[src/design/arsup_pkg.sv]
// constants and types for the autoreclose supervision block
// Contract
// - rate above maximum forces lockout
// - maximum rate is 1 to 50 per hour
// - rate mode: off, alarm, latched, control
// - operating rate element drives selected relays 3-7
// - current supervision has an enable
// - peak phase current compared after sequence start
// - three thresholds cut shots to three, two, one
// - effective limit is smaller of both limits
// - current lockout overrides every other outcome
// - current limit may fall, never rise
// - current above lockout threshold locks out directly
// - zone coordination has an enable
// - step rise then step fall is external reclose
// - external reclose advances shot, starts reset timer
// - external shots reaching maximum cause lockout
// - reset timer alone clears advanced shot count (the clear-lockout command also clears it)
// - phase step 0.05 to 20.00 times CT
// - neutral step set independently, same range
// - unmatched rise discarded after clearing time
// - maximum shots 1 to 4
// - reset timer expiry returns scheme to start
package arsup_pkg;
	// timing base
	localparam int CLK_PERIOD_NS = 8;
	localparam int SECOND_NS = 1_000_000_000;
	localparam int SECOND_CYCLES = SECOND_NS / CLK_PERIOD_NS;
	localparam int RATE_WINDOW_S = 3600;
	// register byte offsets
	localparam logic [7:0] OFF_CTRL = 8'h00;
	localparam logic [7:0] OFF_RATE = 8'h04;
	localparam logic [7:0] OFF_CS3 = 8'h08;
	localparam logic [7:0] OFF_CS2 = 8'h0c;
	localparam logic [7:0] OFF_CS1 = 8'h10;
	localparam logic [7:0] OFF_CSLO = 8'h14;
	localparam logic [7:0] OFF_ZC_PH = 8'h18;
	localparam logic [7:0] OFF_ZC_N = 8'h1c;
	localparam logic [7:0] OFF_ZC_TMAX = 8'h20;
	localparam logic [7:0] OFF_AR_RESET = 8'h24;
	localparam logic [7:0] OFF_STATUS = 8'h28;
	localparam logic [7:0] OFF_CMD = 8'h2c;
	// control and command field positions
	localparam int CTRL_MODE_LSB = 0;
	localparam int CTRL_CS_EN = 2;
	localparam int CTRL_OCLO_EN = 3;
	localparam int CTRL_ZC_EN = 4;
	localparam int CTRL_SHOTS_LSB = 5;
	localparam int CTRL_RELAY_LSB = 8;
	localparam int CMD_CLR_ALARM = 0;
	localparam int CMD_CLR_LOCKOUT = 1;
	// status field positions
	localparam int ST_SHOTS_LSB = 0;
	localparam int ST_LIMIT_LSB = 4;
	localparam int ST_LOCKOUT = 8;
	localparam int ST_ALARM = 9;
	localparam int ST_RATE_LSB = 16;
	// reset values
	localparam logic [2:0] RST_SHOTS = 3'h1;
	localparam logic [5:0] RST_MAX_RATE = 6'h19;
	localparam logic [11:0] RST_CS3 = 12'h6a4;
	localparam logic [11:0] RST_CS2 = 12'h708;
	localparam logic [11:0] RST_CS1 = 12'h76c;
	localparam logic [11:0] RST_CSLO = 12'h7d0;
	localparam logic [11:0] RST_ZC_STEP = 12'h064;
	localparam logic [9:0] RST_ZC_TMAX = 10'h00a;
	localparam logic [9:0] RST_AR_RESET = 10'h03c;
	// setting ranges
	localparam int RATE_MIN = 1;
	localparam int RATE_MAX = 50;
	localparam int THR_MAX = 2000;
	localparam int STEP_MIN = 5;
	localparam int TIME_MIN = 1;
	localparam int TIME_MAX = 1000;
	localparam int SHOTS_MIN = 1;
	localparam int SHOTS_MAX = 4;
	// rate supervision modes
	typedef enum logic [1:0] {
		RATE_OFF = 2'h0,
		RATE_ALARM = 2'h1,
		RATE_LATCHED = 2'h2,
		RATE_CONTROL = 2'h3
	} arsup_rate_mode_e;
	// coordination detector states, one-hot
	typedef enum logic [1:0] {
		ZC_IDLE = 2'h1,
		ZC_RISEN = 2'h2
	} arsup_zc_state_e;
endpackage

[src/design/arsup_top.sv]
// autoreclose supervision: rate, current and zone coordination
//
// The APB register port and the register offsets were left to the implementer.
`timescale 1ns/1ps
module arsup_top #(
	parameter int CUR_W = 12,
	parameter int DEPTH = 64,
	parameter int SECOND_CYCLES = arsup_pkg::SECOND_CYCLES
) (
	input wire logic sys_clk,
	input wire logic reset,
	input wire logic psel,
	input wire logic penable,
	input wire logic pwrite,
	input wire logic [7:0] paddr,
	input wire logic [31:0] pwdata,
	output logic [31:0] prdata,
	output logic pready,
	output logic pslverr,
	input wire logic [CUR_W-1:0] cur_a,
	input wire logic [CUR_W-1:0] cur_b,
	input wire logic [CUR_W-1:0] cur_c,
	input wire logic [CUR_W-1:0] cur_n,
	input wire logic meas_valid,
	input wire logic trip_start,
	input wire logic reclose_done,
	output logic lockout,
	output logic [2:0] shot_count,
	output logic [2:0] shot_limit,
	output logic rate_alarm,
	output logic [4:0] aux_relay,
	output logic next_shot_apply,
	output logic reset_timer_run
);
	localparam int SW = $clog2(SECOND_CYCLES);
	localparam int CW = $clog2(DEPTH + 1);

	////////////////////////////////////////////////////////////////////////
	// setting clamps, out-of-range writes pull to nearest legal value
	function automatic logic [11:0] clamp12(input logic [31:0] v,
		input int lo, input int hi);
		if (v < 32'(lo)) begin
			return 12'(lo);
		end else if (v > 32'(hi)) begin
			return 12'(hi);
		end
		return v[11:0];
	endfunction

	// apb decode, always zero wait in access phase
	wire setup = psel && !penable;
	wire wr_en = psel && penable && pwrite;
	wire a_ctrl = paddr == arsup_pkg::OFF_CTRL;
	wire a_rate = paddr == arsup_pkg::OFF_RATE;
	wire a_cs3 = paddr == arsup_pkg::OFF_CS3;
	wire a_cs2 = paddr == arsup_pkg::OFF_CS2;
	wire a_cs1 = paddr == arsup_pkg::OFF_CS1;
	wire a_cslo = paddr == arsup_pkg::OFF_CSLO;
	wire a_zcph = paddr == arsup_pkg::OFF_ZC_PH;
	wire a_zcn = paddr == arsup_pkg::OFF_ZC_N;
	wire a_tmax = paddr == arsup_pkg::OFF_ZC_TMAX;
	wire a_arr = paddr == arsup_pkg::OFF_AR_RESET;
	wire a_stat = paddr == arsup_pkg::OFF_STATUS;
	wire a_cmd = paddr == arsup_pkg::OFF_CMD;
	wire mapped = a_ctrl | a_rate | a_cs3 | a_cs2 | a_cs1 | a_cslo |
		a_zcph | a_zcn | a_tmax | a_arr | a_stat | a_cmd;
	assign pready = 1'b1;
	assign pslverr = psel && penable && !mapped;

	// settings registers
	logic [1:0] mode_r; // rate supervision mode
	logic cs_en_r; // current supervision enable
	logic oclo_en_r; // overcurrent_lockout_enable
	logic zc_en_r; // zone coordination enable
	logic [2:0] max_shots_r; // configured shot maximum
	logic [4:0] relay_sel_r; // aux relays 3..7
	logic [5:0] max_rate_r; // recloses per hour
	logic [11:0] cs3_r, cs2_r, cs1_r, cslo_r; // hundredths of CT
	logic [11:0] zc_ph_r, zc_n_r; // step sizes
	logic [9:0] zc_tmax_r, ar_reset_r; // seconds

	// register writes with range clamping
	always_ff @(posedge sys_clk) begin
		if (reset) begin
			mode_r <= 2'h0;
			cs_en_r <= 1'b0;
			oclo_en_r <= 1'b0;
			zc_en_r <= 1'b0;
			max_shots_r <= arsup_pkg::RST_SHOTS;
			relay_sel_r <= 5'h00;
			max_rate_r <= arsup_pkg::RST_MAX_RATE;
			cs3_r <= arsup_pkg::RST_CS3;
			cs2_r <= arsup_pkg::RST_CS2;
			cs1_r <= arsup_pkg::RST_CS1;
			cslo_r <= arsup_pkg::RST_CSLO;
			zc_ph_r <= arsup_pkg::RST_ZC_STEP;
			zc_n_r <= arsup_pkg::RST_ZC_STEP;
			zc_tmax_r <= arsup_pkg::RST_ZC_TMAX;
			ar_reset_r <= arsup_pkg::RST_AR_RESET;
		end else if (wr_en) begin
			if (a_ctrl) begin
				mode_r <= pwdata[arsup_pkg::CTRL_MODE_LSB +: 2];
				cs_en_r <= pwdata[arsup_pkg::CTRL_CS_EN];
				oclo_en_r <= pwdata[arsup_pkg::CTRL_OCLO_EN];
				zc_en_r <= pwdata[arsup_pkg::CTRL_ZC_EN];
				max_shots_r <= 3'(clamp12(
					32'(pwdata[arsup_pkg::CTRL_SHOTS_LSB +: 3]),
					arsup_pkg::SHOTS_MIN, arsup_pkg::SHOTS_MAX));
				relay_sel_r <= pwdata[arsup_pkg::CTRL_RELAY_LSB +: 5];
			end
			if (a_rate) begin
				max_rate_r <= 6'(clamp12(pwdata, arsup_pkg::RATE_MIN,
					arsup_pkg::RATE_MAX));
			end
			// thresholds 0.00..20.00 in hundredths
			if (a_cs3) cs3_r <= clamp12(pwdata, 0, arsup_pkg::THR_MAX);
			if (a_cs2) cs2_r <= clamp12(pwdata, 0, arsup_pkg::THR_MAX);
			if (a_cs1) cs1_r <= clamp12(pwdata, 0, arsup_pkg::THR_MAX);
			if (a_cslo) cslo_r <= clamp12(pwdata, 0, arsup_pkg::THR_MAX);
			if (a_zcph) begin
				zc_ph_r <= clamp12(pwdata, arsup_pkg::STEP_MIN,
					arsup_pkg::THR_MAX);
			end
			if (a_zcn) begin
				zc_n_r <= clamp12(pwdata, arsup_pkg::STEP_MIN,
					arsup_pkg::THR_MAX);
			end
			if (a_tmax) begin
				zc_tmax_r <= 10'(clamp12(pwdata, arsup_pkg::TIME_MIN,
					arsup_pkg::TIME_MAX));
			end
			if (a_arr) begin
				ar_reset_r <= 10'(clamp12(pwdata, arsup_pkg::TIME_MIN,
					arsup_pkg::TIME_MAX));
			end
		end
	end

	// command strobes, one cycle
	wire clr_alarm = wr_en && a_cmd && pwdata[arsup_pkg::CMD_CLR_ALARM];
	wire clr_lock = wr_en && a_cmd && pwdata[arsup_pkg::CMD_CLR_LOCKOUT];

	////////////////////////////////////////////////////////////////////////
	// one second enable from the system clock
	logic [SW-1:0] div_r;
	wire sec_tick = div_r == SW'(SECOND_CYCLES - 1);
	always_ff @(posedge sys_clk) begin
		if (reset) begin
			div_r <= '0;
		end else begin
			div_r <= sec_tick ? '0 : div_r + SW'(1);
		end
	end

	////////////////////////////////////////////////////////////////////////
	// sliding hour: one age counter per remembered reclose
	// depth must exceed the largest rate so an over-limit count is seen
	logic [DEPTH-1:0] ev_valid_r;
	logic [11:0] ev_age_r [DEPTH];
	logic [DEPTH-1:0] slot_onehot;
	logic [CW-1:0] rate_count;
	always_comb begin
		logic found;
		found = 1'b0;
		slot_onehot = '0;
		rate_count = '0;
		for (int i = 0; i < DEPTH; i++) begin
			if (!ev_valid_r[i] && !found) begin
				slot_onehot[i] = 1'b1;
				found = 1'b1;
			end
			rate_count = rate_count + CW'(ev_valid_r[i]);
		end
	end
	generate
		for (genvar g = 0; g < DEPTH; g++) begin : g_ev
			wire expire = sec_tick && ev_age_r[g] ==
				12'(arsup_pkg::RATE_WINDOW_S - 1);
			// each entry ages out after sixty minutes
			always_ff @(posedge sys_clk) begin
				if (reset) begin
					ev_valid_r[g] <= 1'b0;
					ev_age_r[g] <= 12'h000;
				end else if (reclose_done && slot_onehot[g]) begin
					ev_valid_r[g] <= 1'b1;
					ev_age_r[g] <= 12'h000;
				end else if (expire) begin
					ev_valid_r[g] <= 1'b0;
				end else if (sec_tick && ev_valid_r[g]) begin
					ev_age_r[g] <= ev_age_r[g] + 12'h001;
				end
			end
		end
	endgenerate

	// rate element operates when the hourly count exceeds the limit
	wire rate_over = rate_count > CW'(max_rate_r);
	wire rate_op = mode_r != arsup_pkg::RATE_OFF && rate_over;
	wire rate_trip = mode_r == arsup_pkg::RATE_CONTROL && rate_over;
	logic alarm_latch_r; // latched alarm, set wins over clear
	always_ff @(posedge sys_clk) begin
		if (reset) begin
			alarm_latch_r <= 1'b0;
		end else if (mode_r == arsup_pkg::RATE_LATCHED && rate_over) begin
			alarm_latch_r <= 1'b1;
		end else if (clr_alarm || mode_r != arsup_pkg::RATE_LATCHED) begin
			alarm_latch_r <= 1'b0;
		end
	end
	// relays follow the element, registered to keep data outputs clean
	always_ff @(posedge sys_clk) begin
		if (reset) begin
			aux_relay <= 5'h00;
			rate_alarm <= 1'b0;
		end else begin
			aux_relay <= relay_sel_r & {5{rate_op || alarm_latch_r}};
			rate_alarm <= rate_op || alarm_latch_r;
		end
	end

	////////////////////////////////////////////////////////////////////////
	// peak of the three phases
	wire [CUR_W-1:0] pk_ab = cur_a > cur_b ? cur_a : cur_b;
	wire [CUR_W-1:0] peak = pk_ab > cur_c ? pk_ab : cur_c;
	// shots allowed by fault level, four means no cut
	wire [2:0] cs_derived = peak > CUR_W'(cs1_r) ? 3'h1 :
		peak > CUR_W'(cs2_r) ? 3'h2 :
		peak > CUR_W'(cs3_r) ? 3'h3 : 3'h4;
	wire cs_lock = trip_start && cs_en_r && oclo_en_r &&
		peak > CUR_W'(cslo_r);

	// current limit and effective limit
	logic [2:0] cs_limit_r;
	wire [2:0] eff_limit = cs_limit_r < max_shots_r ? cs_limit_r :
		max_shots_r;

	////////////////////////////////////////////////////////////////////////
	// coordination detector: remembered rise awaits a fall
	arsup_pkg::arsup_zc_state_e zc_state_r;
	logic [CUR_W-1:0] prev_pk_r, prev_n_r;
	logic [9:0] zc_age_r; // seconds since the rise
	wire ph_rise = peak > prev_pk_r &&
		(peak - prev_pk_r) >= CUR_W'(zc_ph_r);
	wire n_rise = cur_n > prev_n_r && (cur_n - prev_n_r) >= CUR_W'(zc_n_r);
	wire ph_fall = prev_pk_r > peak &&
		(prev_pk_r - peak) >= CUR_W'(zc_ph_r);
	wire n_fall = prev_n_r > cur_n && (prev_n_r - cur_n) >= CUR_W'(zc_n_r);
	wire zc_stale = sec_tick && zc_age_r >= zc_tmax_r - 10'h001;
	wire ext_reclose = zc_en_r && zc_state_r == arsup_pkg::ZC_RISEN &&
		meas_valid && (ph_fall || n_fall);
	always_ff @(posedge sys_clk) begin
		if (reset) begin
			zc_state_r <= arsup_pkg::ZC_IDLE;
			prev_pk_r <= '0;
			prev_n_r <= '0;
			zc_age_r <= 10'h000;
		end else begin
			if (meas_valid) begin
				prev_pk_r <= peak;
				prev_n_r <= cur_n;
			end
			case (zc_state_r)
				arsup_pkg::ZC_IDLE: begin
					zc_age_r <= 10'h000;
					if (zc_en_r && meas_valid && (ph_rise || n_rise)) begin
						zc_state_r <= arsup_pkg::ZC_RISEN;
					end
				end
				arsup_pkg::ZC_RISEN: begin
					// load growth never falls back, so forget it
					if (!zc_en_r || ext_reclose || zc_stale) begin
						zc_state_r <= arsup_pkg::ZC_IDLE;
					end else if (sec_tick) begin
						zc_age_r <= zc_age_r + 10'h001;
					end
				end
				default: zc_state_r <= arsup_pkg::ZC_IDLE;
			endcase
		end
	end

	////////////////////////////////////////////////////////////////////////
	// autoreclose reset timer, one fault event long
	logic [9:0] ar_cnt_r;
	logic ar_run_r;
	wire ar_expire = ar_run_r && sec_tick && ar_cnt_r == 10'h001;
	always_ff @(posedge sys_clk) begin
		if (reset) begin
			ar_run_r <= 1'b0;
			ar_cnt_r <= 10'h000;
		end else if (!ar_run_r && (trip_start || ext_reclose)) begin
			ar_run_r <= 1'b1;
			ar_cnt_r <= ar_reset_r;
		end else if (ar_expire) begin
			ar_run_r <= 1'b0;
		end else if (ar_run_r && sec_tick) begin
			ar_cnt_r <= ar_cnt_r - 10'h001;
		end
	end

	////////////////////////////////////////////////////////////////////////
	// shot counter, current limit and lockout
	wire own_shot = reclose_done && !lockout;
	wire [2:0] count_inc = shot_count + 3'h1;
	wire shots_spent = trip_start && shot_count >= eff_limit;
	wire ext_spent = ext_reclose && count_inc >= max_shots_r;
	// every lockout cause; set wins over a clearing command
	wire lock_set = cs_lock || rate_trip || shots_spent || ext_spent;
	always_ff @(posedge sys_clk) begin
		if (reset) begin
			lockout <= 1'b0;
		end else if (lock_set) begin
			lockout <= 1'b1;
		end else if (clr_lock) begin
			lockout <= 1'b0;
		end
	end
	always_ff @(posedge sys_clk) begin
		if (reset || ar_expire || clr_lock) begin
			shot_count <= 3'h0; // timer expiry or the clear-lockout command clears
		end else if ((own_shot || ext_reclose) && shot_count != 3'h7) begin
			shot_count <= count_inc;
		end
	end
	always_ff @(posedge sys_clk) begin
		if (reset || ar_expire || clr_lock) begin
			cs_limit_r <= 3'h4;
		end else if (trip_start && cs_en_r && cs_derived < cs_limit_r) begin
			cs_limit_r <= cs_derived; // only ever lowers
		end
	end
	// registered outputs
	always_ff @(posedge sys_clk) begin
		if (reset) begin
			shot_limit <= arsup_pkg::RST_SHOTS;
			next_shot_apply <= 1'b0;
		end else begin
			shot_limit <= eff_limit;
			next_shot_apply <= ext_reclose;
		end
	end
	assign reset_timer_run = ar_run_r;

	////////////////////////////////////////////////////////////////////////
	// read data captured in setup so the access phase answers at once
	wire [31:0] ctrl_rd = {19'h0_0000, relay_sel_r, max_shots_r, zc_en_r,
		oclo_en_r, cs_en_r, mode_r};
	wire [31:0] stat_rd = {(16 - CW)'(0), rate_count, 6'h00, rate_alarm,
		lockout, 1'b0, shot_limit, 1'b0, shot_count};
	wire [31:0] rd_mux = a_ctrl ? ctrl_rd :
		a_rate ? {26'h000_0000, max_rate_r} :
		a_cs3 ? {20'h0_0000, cs3_r} :
		a_cs2 ? {20'h0_0000, cs2_r} :
		a_cs1 ? {20'h0_0000, cs1_r} :
		a_cslo ? {20'h0_0000, cslo_r} :
		a_zcph ? {20'h0_0000, zc_ph_r} :
		a_zcn ? {20'h0_0000, zc_n_r} :
		a_tmax ? {22'h00_0000, zc_tmax_r} :
		a_arr ? {22'h00_0000, ar_reset_r} :
		a_stat ? stat_rd : 32'h0000_0000;
	always_ff @(posedge sys_clk) begin
		if (reset) begin
			prdata <= 32'h0000_0000;
		end else if (setup && !pwrite) begin
			prdata <= rd_mux;
		end
	end
endmodule // arsup_top

[config.mk]
export PLATFORM = sky130hd
export DESIGN_NAME = arsup_top
export DESIGN_NICKNAME = d
export VERILOG_FILES = /design/src/design/arsup_pkg.sv /design/src/design/arsup_top.sv
export SDC_FILE = /design/constraint.sdc
export NUM_CORES = 2
export LEC_CHECK = 0
export ABC_AREA = 1
export BUFFER_PORTS_ARGS = -buffer_cell sky130_fd_sc_hd__buf_4
export CAP_MARGIN = 20
export CORE_ASPECT_RATIO = 0.6
export CORE_MARGIN = 2
export CORE_UTILIZATION = 45
export CTS_CLUSTER_DIAMETER = 30
export DETAILED_ROUTE_END_ITERATION = 8
export PLACE_DENSITY = 0.63
export SETUP_SLACK_MARGIN = 0.3
export SLEW_MARGIN = 40
export SYNTH_ARGS = -nofsm -noshare
export SYNTH_HDL_FRONTEND = slang
export SYNTH_SLANG_ARGS = --single-unit
[constraint.sdc]
create_clock -name sys_clk -period 20 [get_ports sys_clk]
set_clock_uncertainty 0.2 [all_clocks]
set_input_delay 6 -clock sys_clk [delete_from_list [all_inputs] [get_ports sys_clk]]
set_output_delay 6 -clock sys_clk [all_outputs]
set_load 0.02 [all_outputs]
==> flow_summary_export.csv <==
group,metric,value,unit
synth,synth.most_common_cell,"nor2_1",
synth,synthTopCellsByCount,"1,001 x nor2_1, 950 x inv_1, 856 x nand2_1",
floorplanning,fp.dieArea,136700,um^2
setup_path,r2r_cells,25,
min_path,min_from,"relay_sel_r[1]",
setup_path,critical_path_depth,10,
setup_path,reg2reg_slack,11120,ps
synth,ys.flop_type,"edfxtp_1",
global_route,grt_pass1_vias,43890,
timing,fin_ws,5752,ps
pwr,p_switching,1588,uW
route,postRouteAntennaNets,0,
global_route,grt_pass1_wl,248200,um
global_route,track_usage,0.2315,
timing,period_share,0.7124,
clocking,postCtsHoldBufs,0,
synth,synth.distinct_cells,63,
timing,maxSlewHeadroom,0.3800,
placement,place_congestion,1.005,
clocking,cts_max_path_buffers,3,
setup_path,arrival,8050,ps
pwr,p_clk_frac,0.508,
setup_path,timing.rr.end,"aux_relay[0]",
clocking,cts_max_level,4,
clocking,postCtsResizedCells,0,
clocking,cts_made_buffers,173,
setup_path,critPathMaxStageDelay,570,ps
timing,drv_slew,0,
floorplanning,core.rowCount,103,
layout,seqCellArea,28810,um^2
pwr,power_density,89.63,nW/um^2
synth,synth_top_area_share,0.3835,
placement,hpwl,118200,um
synth,synth_warnings,0,
floorplanning,core-area,132100,um^2
floorplanning,die_w,476.0,um
placement,numPortBuffers,131,
synth,synth_cells,6879,
layout,fin_util,0.5226,
synth,synth_area_leaders,"edfxtp_1 38%, dfxtp_1 9.6%, nor2_1 6.2%, inv_1 5.9%, ha_1 5.8%",
layout,layout-drive-gt1-share,0.07774,
placement,place_ws,5863,ps
pwr,swShare,0.2567,
layout,area_delta_synth_final,14.77,%
setup_path,cp_num_buf_inv,4,
route,vias,48230,
layout,final_area,69030,um^2
timing,fmax,70.19,MHz
pwr,ir_drop,72.62,uV
clocking,cts_sinks,1055,
flow_run,cap_viol_max_count,0,
route,wirelength,159800,um
timing,tightest_slew,920.3,ps
floorplanning,io_pins,145,
layout,multi_input_area,27040,um^2
synth,yosysSeqAreaShare,0.4790,
timing,rsz0062_at_grt,"false",
timing,period_minus_slack,14250,ps
pwr,p_leak,0.02725,uW
route,drcViolationCount,0,
setup_path,required,13800,ps
setup_path,setup.worst_path.start_class,"primary input",
layout,nets,7477,
layout,n_antenna_cell,0,
run_status,outcome,"complete, no violations",
setup_path,worst_setup_path_endpoint,"pslverr",
synth,synth_area_leader_cell,"edfxtp_1",
route,vias_per_cell,5.373,
timing,setup-violations-final,0,
setup_path,crit_fanout,12,
timing,hold_viol_final,0,
setup_path,cp-startpoint,"paddr[1]",
clocking,path_clk_slew,60,ps
global_route,grt_max_degree,125,
clocking,cts_root_buf,"clkbuf_16",
clocking,clk_latency,790,ps
placement,place_area,62870,um^2
setup_path,r2r_start,"ev_valid_r[0]",
setup_path,end_kind,"output pin",
min_path,hold_class,"reg2reg",
pwr,pwr-share-seq,0.401,
route,wl_per_cell,17.81,um
clocking,cts_tree,"yes",
floorplanning,die_y,287.2,um
route,drt_iter0_markers,4950,
setup_path,cp_cell_sequence,"buf_4, nor2_1, inv_1, nor2_1, nand2_1, nor2_1, inv_1, nand3_1, a2111oi_0, buf_4",
setup_path,path_class,"in2out",
route,dr.pass1.iters,6,
global_route,overflow,0,
synth,synth-seq-cells,1055,
global_route,antenna_found_initial,1,
pwr,p_int,4599,uW
synth,syn_area,60140,um^2
layout,nFillCells,11990,
setup_path,cpMostUsedCell,"nor2_1",
setup_path,cp_slowest_cell,"nor2_1",
floorplanning,start_util,0.4553,
synth,synthArstFlopShare,0,
setup_path,path_delay_family,"simple AND/OR/NAND/NOR gates",
synth,synth_area_per_cell,8.743,um^2
pwr,pwr-share-comb,0.092,
timing,tns,0,ps
clocking,post_cts_buffers,0,
synth,synth_edf_count,768,
==> routing by layer <==
layer	GRT usage	share of wire
met5	0	0
met1	0.3804	0.51
met2	0.2809	0.36
met3	0.07840	0.12
met4	0.04667	0.013
==> power by group through the flow <==
stage | Clock, uW | Sequential (uW) | Combinational [uW]
after floorplan | 0 | 2500 | 383
after global placement | 0 | 2520 | 531
after detailed placement | 0 | 2520 | 545
after CTS | 3190 | 2480 | 551
after global routing | 3300 | 2490 | 631
final | 3140 | 2480 | 566
==> flip-flops by register name, indices dropped and copies added (netlist names), 3 cells and up <==
name / cells
ar_cnt_r: 10
ar_reset_r: 10
aux_relay: 5
cs1_r: 12
cs2_r: 12
cs3_r: 12
cs_limit_r: 3
cslo_r: 12
div_r: 27
ev_age_r: 768
ev_valid_r: 64
max_rate_r: 6
max_shots_r: 3
prdata: 20
prev_n_r: 12
prev_pk_r: 12
relay_sel_r: 5
shot_count: 3
shot_limit: 3
zc_age_r: 10
zc_n_r: 12
zc_ph_r: 12
zc_tmax_r: 10
==> logic make-up after synthesis <==
family / Yosys count / synth area share
other cells: 2 / 0.0001249
compound gates: 990 / 0.08971
xor+xnor: 374 / 0.05446
buf+inv: 1137 / 0.07252
simple gates: 2982 / 0.2264
flops: 1055 / 0.4790
fa+ha+maj: 339 / 0.07776
==> tightest hold or removal path, cell delays in order (launching register included) <==
cell,delay (ps)
dfxtp_1,310
inv_1,50
nor2_1,40
==> cell usage in the layout, fill, tap and decap left out, drive strengths merged, types with 22 or more instances in the layout <==
master  instances
a21oi         536
a31oi          27
buf           153
bufinv         22
clkbuf        206
clkinv         47
dfxtp         287
edfxtp        768
fa             58
ha            281
inv           991
nand2         859
nand3         396
nand4         180
nor2         1010
nor3          225
nor3b         143
nor4           57
o211ai         24
o21ai         283
o31ai          29
or2            78
xnor2          72
xor2          302
==> layout make-up <==
| cell class | count | share of cell area |
|---|---|---|
| Inverter | 961 | 0.05237 |
| Tap cell | 1785 | 0.03235 |
| Sequential cell | 1055 | 0.4173 |
| Multi-Input combinational cell | 4698 | 0.3918 |
| Clock buffer | 206 | 0.06808 |
| Clock inverter | 118 | 0.02106 |
| Timing Repair Buffer | 153 | 0.01706 |
==> worst min path at each step <==
stage,end,slack [ps],cells past startpoint
after global placement,div_r[0],230,1
after CTS,aux_relay[1],230,2
after global routing,aux_relay[1],240,2
after detailed placement,aux_relay[0],230,2
final,aux_relay[1],230,2
after floorplan,div_r[0],220,1
==> per-stage QoR <==
stage	power, uW	hold slack (ps)	cells
final	6187	230.4	8976
after floorplan	2885	217.5	6890
after CTS	6218	226.9	8976
after global placement	3048	233.5	8651
after detailed placement	3065	234.2	8652
after global routing	6417	243.4	8976
No activity file was read; power rests on OpenSTA's default activity.
